**config.mk**
```make
export PLATFORM = sky130hd
export DESIGN_NAME = lbsc_top
export DESIGN_NICKNAME = d
export VERILOG_FILES = /design/src/hdl/lbsc_pkg.sv /design/src/hdl/lbsc_top.sv
export SDC_FILE = /design/constraint.sdc
export NUM_CORES = 1
export LEC_CHECK = 0
export BUFFER_PORTS_ARGS = -buffer_cell sky130_fd_sc_hd__buf_4
export CAP_MARGIN = 20
export CORE_MARGIN = 8
export CORE_UTILIZATION = 46
export CTS_BUF_LIST = sky130_fd_sc_hd__clkbuf_16
export DETAILED_ROUTE_END_ITERATION = 10
export HOLD_SLACK_MARGIN = 0.03
export PLACE_DENSITY_LB_ADDON = 0.05
export SETUP_SLACK_MARGIN = 0.5
export SYNTH_ARGS = -nofsm -noshare
export SYNTH_HDL_FRONTEND = slang
export SYNTH_SLANG_ARGS = --single-unit
```
**constraint.sdc**
```tcl
create_clock -name mclk -period 4.1 [get_ports mclk]
set_input_delay 0.41 -clock mclk [delete_from_list [all_inputs] [get_ports mclk]]
set_output_delay 0.41 -clock mclk [all_outputs]
set_load 0.005 [all_outputs]
```
**src/hdl/lbsc_pkg.sv**
```systemverilog
// Constants, register map and types of the LIN break/synch control block.
// Assumes a 50 MHz system clock and a 32-bit Avalon-MM register bus.
package lbsc_pkg;

  // ---------------------------------------------------------------
  // Register map (index, byte address is four times the index)
  // ---------------------------------------------------------------
  localparam int          ADDR_W   = 14;
  localparam logic [11:0] IDX_COLL = 12'h105;
  localparam logic [11:0] IDX_MAIN = 12'h106;
  localparam logic [11:0] IDX_STAT = 12'h107;
  localparam logic [11:0] IDX_PER  = 12'h108;
  localparam logic [11:0] IDX_MEAS = 12'h109;

  // ---------------------------------------------------------------
  // Field positions and reset values
  // ---------------------------------------------------------------
  localparam int B_FDIE   = 0;
  localparam int B_BKIE   = 1;
  localparam int B_CLIE   = 2;
  localparam int B_MASK   = 3;
  localparam int B_ARM    = 4;
  localparam int B_UNMSEL = 5;
  localparam int B_MST    = 6;
  localparam int B_LINE   = 7;
  localparam int B_BCE    = 0;
  localparam int COLL_W   = 4;
  localparam int B_FDF    = 0;
  localparam int B_BKF    = 1;
  localparam int B_CLF    = 2;
  localparam int B_CLR0   = 3;
  localparam int B_START  = 16;

  localparam logic [7:0]        MAIN_RST = 8'h00;
  localparam logic [COLL_W-1:0] COLL_RST = 4'h0;
  localparam logic [2:0]        FLAG_RST = 3'h0;

  // Falling edges from start bit to the end of data bit 6 of 55h
  localparam logic [2:0] FIELD_EDGES = 3'h5;

  // ---------------------------------------------------------------
  // Timing
  // ---------------------------------------------------------------
  localparam int CLK_PERIOD_NS = 20;
  localparam int SETTLE_NS     = 80;
  localparam int SETTLE_CYC    = (SETTLE_NS + CLK_PERIOD_NS - 1) / CLK_PERIOD_NS;

  typedef enum logic [1:0] {
    ST_IDLE   = 2'h0,
    ST_DETECT = 2'h1,
    ST_FIELD  = 2'h3,
    ST_GEN    = 2'h2
  } lbsc_state_t;

  function automatic logic lbsc_hit(input logic [ADDR_W-1:0] a, input logic [11:0] idx);
    return a == {idx, 2'h0};
  endfunction : lbsc_hit

endpackage : lbsc_pkg

```
**src/hdl/lbsc_top.sv**
```systemverilog
// LIN break generation/detection, synch field measurement and rx masking.
// Assumes an Avalon-MM master on mclk and the serial port's tx on mclk.
`timescale 1ns/1ps
module lbsc_top
  import lbsc_pkg::*;
#(
  parameter int PERIOD_W = 16
)(
  input  wire logic              mclk,            // System clock
  input  wire logic              reset_n,         // Async reset, active low
  input  wire logic [ADDR_W-1:0] avs_address,     // Byte address
  input  wire logic              avs_read,        // Read request
  input  wire logic              avs_write,       // Write request
  input  wire logic [31:0]       avs_writedata,   // Write data
  input  wire logic [3:0]        avs_byteenable,  // Byte lanes
  output logic      [31:0]       avs_readdata,    // Read data
  output logic                   avs_waitrequest, // Stall
  input  wire logic              rx_pin,          // LIN receive pin
  output logic                   tx_pin,          // LIN transmit pin
  input  wire logic              uart_txd,        // Serial port transmit
  output logic                   uart_rxd,        // Serial port receive
  output logic                   lin_irq          // Interrupt pulse
);

  localparam logic [PERIOD_W-1:0] CNT_ONE = {{(PERIOD_W-1){1'b0}}, 1'b1};
  localparam logic [PERIOD_W-1:0] SETTLE  = PERIOD_W'(SETTLE_CYC);

  // ---------------------------------------------------------------
  // State
  // ---------------------------------------------------------------
  logic [7:0]          main_r;
  logic [COLL_W-1:0]   coll_r;
  logic [2:0]          flags_r;
  logic [PERIOD_W-1:0] period_r;
  logic [PERIOD_W-1:0] meas_r;
  logic [PERIOD_W-1:0] cnt_r;
  logic [2:0]          edge_r;
  logic                masked_r;
  lbsc_state_t         state_r;
  logic                rx_s1_r;
  logic                rx_s2_r;
  logic                rx_s3_r;
  logic                wait_r;
  logic [31:0]         rdata_r;
  logic                tx_r;
  logic                urx_r;
  logic                irq_r;

  logic [7:0]          main_nxt;
  logic [2:0]          flags_nxt;
  logic [PERIOD_W-1:0] meas_nxt;
  logic [PERIOD_W-1:0] cnt_nxt;
  logic [2:0]          edge_nxt;
  logic                masked_nxt;
  lbsc_state_t         state_nxt;
  logic                fd_set;
  logic                bk_set;
  logic                cl_set;

  // ---------------------------------------------------------------
  // Bus decode
  // ---------------------------------------------------------------
  wire       wr_ok    = avs_write & ~wait_r;
  wire       wr_main  = wr_ok & avs_byteenable[0] & lbsc_hit(avs_address, IDX_MAIN);
  wire       wr_coll  = wr_ok & avs_byteenable[0] & lbsc_hit(avs_address, IDX_COLL);
  wire       wr_stat  = wr_ok & avs_byteenable[0] & lbsc_hit(avs_address, IDX_STAT);
  wire       wr_per   = wr_ok & (&avs_byteenable[1:0]) & lbsc_hit(avs_address, IDX_PER);
  wire       wr_start = wr_ok & avs_byteenable[2] & lbsc_hit(avs_address, IDX_PER)
                        & avs_writedata[B_START];
  wire [7:0] wd8      = avs_writedata[7:0];
  wire [2:0] clr      = wr_stat ? wd8[B_CLR0+2:B_CLR0] : 3'h0;
  wire [2:0] set_ev   = {cl_set, bk_set, fd_set};
  wire [2:0] irq_en   = {main_r[B_CLIE], main_r[B_BKIE], main_r[B_FDIE]};
  // Event that moves a flag from clear to set
  wire [2:0] set_new  = set_ev & ~(flags_r & ~clr);
  wire       line_on  = main_r[B_LINE];
  wire       line_up  = wr_main & wd8[B_LINE] & ~line_on;
  wire       line_dn  = wr_main & ~wd8[B_LINE];
  wire       arm_ev   = wr_main & wd8[B_ARM] & wd8[B_LINE] & ~wd8[B_MST];
  wire       rx_fall  = rx_s3_r & ~rx_s2_r;
  wire       cnt_last = cnt_r == period_r - CNT_ONE;
  wire       gen_on   = state_r == ST_GEN;

  // masked flag in bit 3, arm bit reads zero
  wire [7:0] rd_main  = {main_r[7:5], 1'b0, masked_r, main_r[2:0]};
  wire [7:0] rd_coll  = {{(8-COLL_W){1'b0}}, coll_r};
  wire [31:0] rd_mux  =
    lbsc_hit(avs_address, IDX_MAIN) ? {24'h000000, rd_main} :
    lbsc_hit(avs_address, IDX_COLL) ? {24'h000000, rd_coll} :
    lbsc_hit(avs_address, IDX_STAT) ? {29'h00000000, flags_r} :
    lbsc_hit(avs_address, IDX_PER)  ? (32'(period_r) | (32'(gen_on) << B_START)) :
    lbsc_hit(avs_address, IDX_MEAS) ? 32'(meas_r) : 32'h00000000;

  // ---------------------------------------------------------------
  // Control registers
  // ---------------------------------------------------------------
  always_comb
  begin
    main_nxt         = main_r;
    main_nxt[B_MASK] = 1'b0;
    main_nxt[B_ARM]  = 1'b0;
    if (wr_main)
    begin
      main_nxt = {wd8[7:5], 2'h0, wd8[2:0]};
    end
  end

  assign flags_nxt = (flags_r & ~clr) | set_ev;

  // ---------------------------------------------------------------
  // Break and field sequencer
  // ---------------------------------------------------------------
  always_comb
  begin
    state_nxt  = state_r;
    masked_nxt = masked_r;
    cnt_nxt    = cnt_r;
    edge_nxt   = edge_r;
    meas_nxt   = meas_r;
    fd_set     = 1'b0;
    bk_set     = 1'b0;
    cl_set     = 1'b0;
    unique case (state_r)
      ST_IDLE:
      begin
        if (wr_start & line_on & main_r[B_MST])
        begin
          state_nxt = ST_GEN;
          cnt_nxt   = '0;
        end
      end
      ST_GEN:
      begin
        cnt_nxt = cnt_r + CNT_ONE;
        // collision: bus high while break drives low
        if (coll_r[B_BCE] & (cnt_r >= SETTLE) & rx_s2_r)
        begin
          cl_set = 1'b1;
        end
        if (cnt_last)
        begin
          bk_set     = 1'b1;
          masked_nxt = 1'b0;
          state_nxt  = ST_IDLE;
        end
      end
      ST_DETECT:
      begin
        // low for the period is a break
        cnt_nxt = rx_s2_r ? '0 : cnt_r + CNT_ONE;
        if (~rx_s2_r & cnt_last)
        begin
          bk_set    = 1'b1;
          state_nxt = ST_FIELD;
          cnt_nxt   = '0;
          edge_nxt  = 3'h0;
          if (~main_r[B_UNMSEL])
          begin
            masked_nxt = 1'b0;
          end
        end
      end
      ST_FIELD:
      begin
        if (edge_r != 3'h0)
        begin
          cnt_nxt = cnt_r + CNT_ONE;
        end
        if (rx_fall)
        begin
          edge_nxt = edge_r + 3'h1;
          if (edge_r == 3'h0)
          begin
            cnt_nxt = '0;
          end
          if (edge_r == FIELD_EDGES - 3'h1)
          begin
            fd_set     = 1'b1;
            meas_nxt   = cnt_r + CNT_ONE;
            masked_nxt = 1'b0;
            state_nxt  = ST_IDLE;
          end
        end
      end
    endcase
    if (arm_ev)
    begin
      state_nxt  = ST_DETECT;
      masked_nxt = 1'b1;
      cnt_nxt    = '0;
    end
    if (line_up & ~arm_ev)
    begin
      state_nxt  = ST_IDLE;
      masked_nxt = 1'b1;
    end
    if (line_dn)
    begin
      state_nxt  = ST_IDLE;
      masked_nxt = 1'b0;
    end
  end

  // ---------------------------------------------------------------
  // Flip-flops
  // ---------------------------------------------------------------
  always_ff @(posedge mclk or negedge reset_n)
  begin
    if (!reset_n)
    begin
      rx_s1_r <= 1'b1;
      rx_s2_r <= 1'b1;
      rx_s3_r <= 1'b1;
    end
    else
    begin
      rx_s1_r <= rx_pin;
      rx_s2_r <= rx_s1_r;
      rx_s3_r <= rx_s2_r;
    end
  end

  always_ff @(posedge mclk or negedge reset_n)
  begin
    if (!reset_n)
    begin
      main_r   <= MAIN_RST;
      coll_r   <= COLL_RST;
      flags_r  <= FLAG_RST;
      period_r <= '0;
      meas_r   <= '0;
      cnt_r    <= '0;
      edge_r   <= 3'h0;
      masked_r <= 1'b0;
      state_r  <= ST_IDLE;
    end
    else
    begin
      main_r   <= main_nxt;
      coll_r   <= wr_coll ? wd8[COLL_W-1:0] : coll_r;
      flags_r  <= flags_nxt;
      period_r <= wr_per ? avs_writedata[PERIOD_W-1:0] : period_r;
      meas_r   <= meas_nxt;
      cnt_r    <= cnt_nxt;
      edge_r   <= edge_nxt;
      masked_r <= masked_nxt;
      state_r  <= state_nxt;
    end
  end

  // pins; low-active OR of break onto serial tx
  // no wake logic here; wake comes on a separate input
  always_ff @(posedge mclk or negedge reset_n)
  begin
    if (!reset_n)
    begin
      wait_r  <= 1'b1;
      rdata_r <= 32'h00000000;
      tx_r    <= 1'b1;
      urx_r   <= 1'b1;
      irq_r   <= 1'b0;
    end
    else
    begin
      wait_r  <= wait_r ? ~(avs_read | avs_write) : 1'b1;
      rdata_r <= (wait_r & avs_read) ? rd_mux : rdata_r;
      tx_r    <= uart_txd & ~(state_nxt == ST_GEN);
      urx_r   <= rx_s2_r | masked_nxt;
      irq_r   <= |(set_new & irq_en);
    end
  end

  assign avs_readdata    = rdata_r;
  assign avs_waitrequest = wait_r;
  assign tx_pin          = tx_r;
  assign uart_rxd        = urx_r;
  assign lin_irq         = irq_r;

  // ---------------------------------------------------------------
  // Assertions
  // ---------------------------------------------------------------
  AST_COLL_EN: assert property (@(posedge mclk) disable iff (!reset_n)
    cl_set |-> coll_r[B_BCE] && gen_on)
    else $error("collision flagged without enable or break");
  AST_COLL_RSV: assert property (@(posedge mclk) disable iff (!reset_n)
    wait_r && avs_read && lbsc_hit(avs_address, IDX_COLL) |=> avs_readdata[31:4] == 28'h0)
    else $error("unused collision bits not zero");
  AST_FD_IRQ: assert property (@(posedge mclk) disable iff (!reset_n)
    fd_set && !flags_r[B_FDF] && main_r[B_FDIE] |=> irq_r)
    else $error("field irq missing");
  AST_BK_IRQ: assert property (@(posedge mclk) disable iff (!reset_n)
    bk_set && !flags_r[B_BKF] && main_r[B_BKIE] |=> irq_r)
    else $error("break irq missing");
  AST_CL_IRQ: assert property (@(posedge mclk) disable iff (!reset_n)
    cl_set && !flags_r[B_CLF] && main_r[B_CLIE] |=> irq_r)
    else $error("collision irq missing");
  AST_MASK_RD: assert property (@(posedge mclk) disable iff (!reset_n)
    wait_r && avs_read && lbsc_hit(avs_address, IDX_MAIN)
    |=> avs_readdata[B_MASK] == $past(masked_r) && !avs_readdata[B_ARM])
    else $error("main read shows wrong mask or arm");
  AST_ARM_MASK: assert property (@(posedge mclk) disable iff (!reset_n)
    arm_ev |=> masked_r && state_r == ST_DETECT ##1 uart_rxd)
    else $error("arm did not mask rx");
  AST_UNMASK: assert property (@(posedge mclk) disable iff (!reset_n)
    state_r == ST_DETECT && bk_set && !main_r[B_UNMSEL] && !wr_main |=> !masked_r)
    else $error("early unmask missing");
  AST_LINE_DN: assert property (@(posedge mclk) disable iff (!reset_n)
    line_dn |=> state_r == ST_IDLE && !masked_r)
    else $error("stop did not idle");
  AST_LINE_UP: assert property (@(posedge mclk) disable iff (!reset_n)
    line_up && !arm_ev |=> masked_r ##1 uart_rxd)
    else $error("start did not block inputs");
  AST_GEN_LOW: assert property (@(posedge mclk) disable iff (!reset_n)
    $rose(gen_on) |-> !tx_pin [*2])
    else $error("break not driven low");
  AST_DETECT: assert property (@(posedge mclk) disable iff (!reset_n)
    state_r == ST_DETECT && !rx_s2_r && cnt_last && !wr_main
    |=> state_r == ST_FIELD && flags_r[B_BKF])
    else $error("break not detected");
  AST_CLR: assert property (@(posedge mclk) disable iff (!reset_n)
    clr[B_FDF] && !fd_set |=> !flags_r[B_FDF])
    else $error("field flag not cleared");
  AST_IRQ_SRC: assert property (@(posedge mclk) disable iff (!reset_n)
    irq_r |-> $past(set_ev & irq_en) != 3'h0)
    else $error("irq without enabled event");

endmodule : lbsc_top

```
==> qor.txt <==
Seq cells post-synth -> 91
Post-synth EDFFs -> 0
CTS buffer count -> 9
H-tree depth -> 3
Slew headroom -> 35.7%
Max clock buf depth -> 2
Root cell of the clock tree -> clkbuf_16
Post-CTS Hold Buffers -> 0
Final Net Count -> 727
# port buffers -> 60
Detailed-route wire length -> 15100 um
Buf/Inv on CP -> 2
Post-synth top area share -> 38.1%
Flop-to-flop setup slack -> 0.66 ns
Vias per cell -> 5.80
Die extent in y -> 126 um
Post-route cell area -> 0.00642 mm2
Initial antenna violation count -> 0
GP Congestion -> 0.847
Leak Pwr -> 0.00283 uW
Area growth syn-to-layout -> 14.9%
I/O Pins -> 92
Clk slew on worst S/H paths -> 0.07 ns
Worst EP required -> 4.39 ns
Antenna fix cells -> 0
Synth cell count leaders -> dfrtp_1 (85), nand2_1 (81), o21ai_0 (49)
Worst Hold End -> rx_s1_r
Synth unique cells -> 70
Largest net degree at the start of global routing -> 66
Post-synth top area cell -> dfrtp_1
R2R depth -> 11
Synth Area in Compound Gates -> 18.2%
Routed WL per cell -> 18.6 um
Worst VDD drop -> 214 uV
Sequential-to-total area share from yosys stat -> 40.9%
Status -> finished, final reports clean
CP Launch Type -> register
Critical R2R Launch -> period_r[0]
Hold Crit Depth -> 1
Reg2reg end -> edge_r[2]
Final Critical Period -> 3.44 ns
Final Hold Vio Count -> 0
1st-iter DRT viols -> 350
Final worst-path setup slack -> 0.657 ns
Cell area after synthesis -> 0.00559 mm2
TritonRoute pass-1 iters -> 9
Slew at the pin closest to its max-slew limit -> 0.962 ns
Area contributors post-synth -> dfrtp_1 (38%), nand2_1 (5.4%), mux2i_1 (4.5%), o21ai_0 (4.4%), mux2_2 (3.8%)
RSZ-0062 raised after global routing -> no
Die ar. -> 0.0159 mm2
Final Util -> 53.7%
Hold Slack -> 0.164 ns
Core area -> 0.0120 mm2
Setup TNS -> 0 ns
Grt ovf -> 0
TritonCTS Sinks -> 91
Cell with the most instances after synthesis -> dfrtp_1
Slowest cell on crit path -> or4b_4
Fillers -> 1115
Number of global-route vias before repair -> 4730
Critical Path Fanout Max -> 7
GRT Overall Usage -> 19.3%
Die width -> 126 um
Avg Cell Area, Syn -> 9.06 um2
Cells after Synth -> 617
Max incr delay on CP -> 0.49 ns
Synth Flop Type -> dfrtp_1
Crit end category -> register
Initial Util -> 46.7%
Cell area after placement -> 0.00609 mm2
Final Cycle Share -> 84.0%
WP data arrival -> 3.73 ns
Vias -> 4712
Pre-CTS WS -> 0.386 ns
Maximum operating frequency -> 290 MHz
Fin. max-slew vios -> 0
Num rows -> 40
Post-DRT Antenna Nets -> 0
Share of layout cells above drive strength 1 -> 19.7%
Post-Synth Simple-Gate Area -> 19.1%
Critical path type -> reg2reg
Worst path cell trace -> inv_2 -> ha_4 -> or4b_4 -> or3_1 -> a2111oi_2 -> o211ai_1 -> a2111oi_4 -> buf_6 -> a31oi_2 -> or4_1 -> nand3_1
DP HPWL -> 11100 um
XOR/XNOR Fraction of Synth Area -> 4.07%
Asr flop ratio synth -> 100%
Worst hold path class -> in2reg
TritonCTS clock tree -> built
Post-Synth Adder-Cell Area -> 2.46%
Hold Path Origin -> rx_pin
Main combinational cell family by area after synthesis -> simple AND/OR/NAND/NOR gates
Synth warnings -> 0
Max_cap viols -> 0
Final setup viols -> 0
Clk_lat worst skew -> 0.35 ns
Multiplexer share of the synthesized area -> 8.31%
First-pass GRT wire length -> 24700 um
Crit path from -> period_r[0]
Pwr/cell area -> 352 mW/mm2
Critical path's top delay family -> simple AND/OR/NAND/NOR gates
Post-route DRC -> 0
Clock skew -> 0.00503 ns
## worst max path at each step
stage                           end  slack [ns]  cells past startpoint
final                     edge_r[2]        0.66                     11
after detailed placement   cnt_r[1]        0.39                     11
after floorplan           edge_r[2]        0.72                     10
after CTS                 edge_r[2]        0.51                     11
after global routing      edge_r[2]        0.53                     11
after global placement     cnt_r[1]        0.42                     11
## layout by cell type (no fill, tap or decap), drive strengths merged, types with 6 or more instances in the layout
cell type  count
o31ai         19
buf           76
xnor2         21
mux2i         25
nor3           8
inv           27
a41oi          9
a31oi         17
nor4          10
clkbuf         9
nand3         13
nand2         81
nor2          30
and3           9
and2           6
o211ai         7
conb          15
a21oi         16
mux2          19
o21ai         49
ha            11
dfstp          6
dfrtp         85
nand2b         6
nand4         12
## kinds of logic after synthesis
logic type	Yosys count
AOI/OAI and AO/OA	149
adders and majority gates	11
DFF	91
other	1
and+or+nand+nor	210
xor gates and xnor gates	26
buffers and inverters	85
muxes	44
## power by group
group          switching (uW)  internal (uW)
registers                32.4            933
clock network             366            470
logic                     292            170
total                     690           1570
## layer usage
metal	track usage, %	share of wire (%)
met1	26.0	47
met2	30.2	46
met3	3.71	5.4
met4	7.36	1.3
met5	0	0
## layout make-up
| type | instances | area, um2 | share of cell area [%] |
|---|---|---|---|
| clock buffers | 9 | 225 | 3.51 |
| clock inverters | 7 | 68.8 | 1.07 |
| inverters | 27 | 101 | 1.58 |
| multi-input cells | 455 | 2980 | 46.5 |
| flip-flops and latches | 91 | 2290 | 35.6 |
| well taps | 147 | 184 | 2.86 |
| repair buffers | 76 | 574 | 8.94 |
## worst register-to-register path, stage by stage, from the launching register on
cell and delay (ns):
dfrtp_2 0.44, inv_2 0.09, ha_4 0.16, or4b_4 0.49
or3_1 0.38, a2111oi_2 0.35, o211ai_1 0.19, a2111oi_4 0.36
buf_6 0.19, a31oi_2 0.14, or4_1 0.49, nand3_1 0.09
## flip-flops by register name (all words and copies together), names as in the netlist, 2 cells and up
register	cells
meas_r	16
flags_r	3
period_r	16
cnt_r	16
state_r	2
avs_readdata	17
edge_r	3
main_r	6
coll_r	4
## per-stage QoR
| step | power (uW) | std cells |
|---|---|---|
| finish | 2260 | 812 |
| global route | 2370 | 812 |
| CTS | 2280 | 809 |
| detailed placement | 1440 | 793 |
| global placement | 1430 | 793 |
| floorplan | 1280 | 631 |
## repair_timing
item                       in CTS  in global routing
gates cloned                    0                  0
setup endpoints to repair       6                 18
setup buffers                   0                  3
pin swaps                       0                  1
gates resized for setup         2                  4
Power figures use the tool's default switching activity.
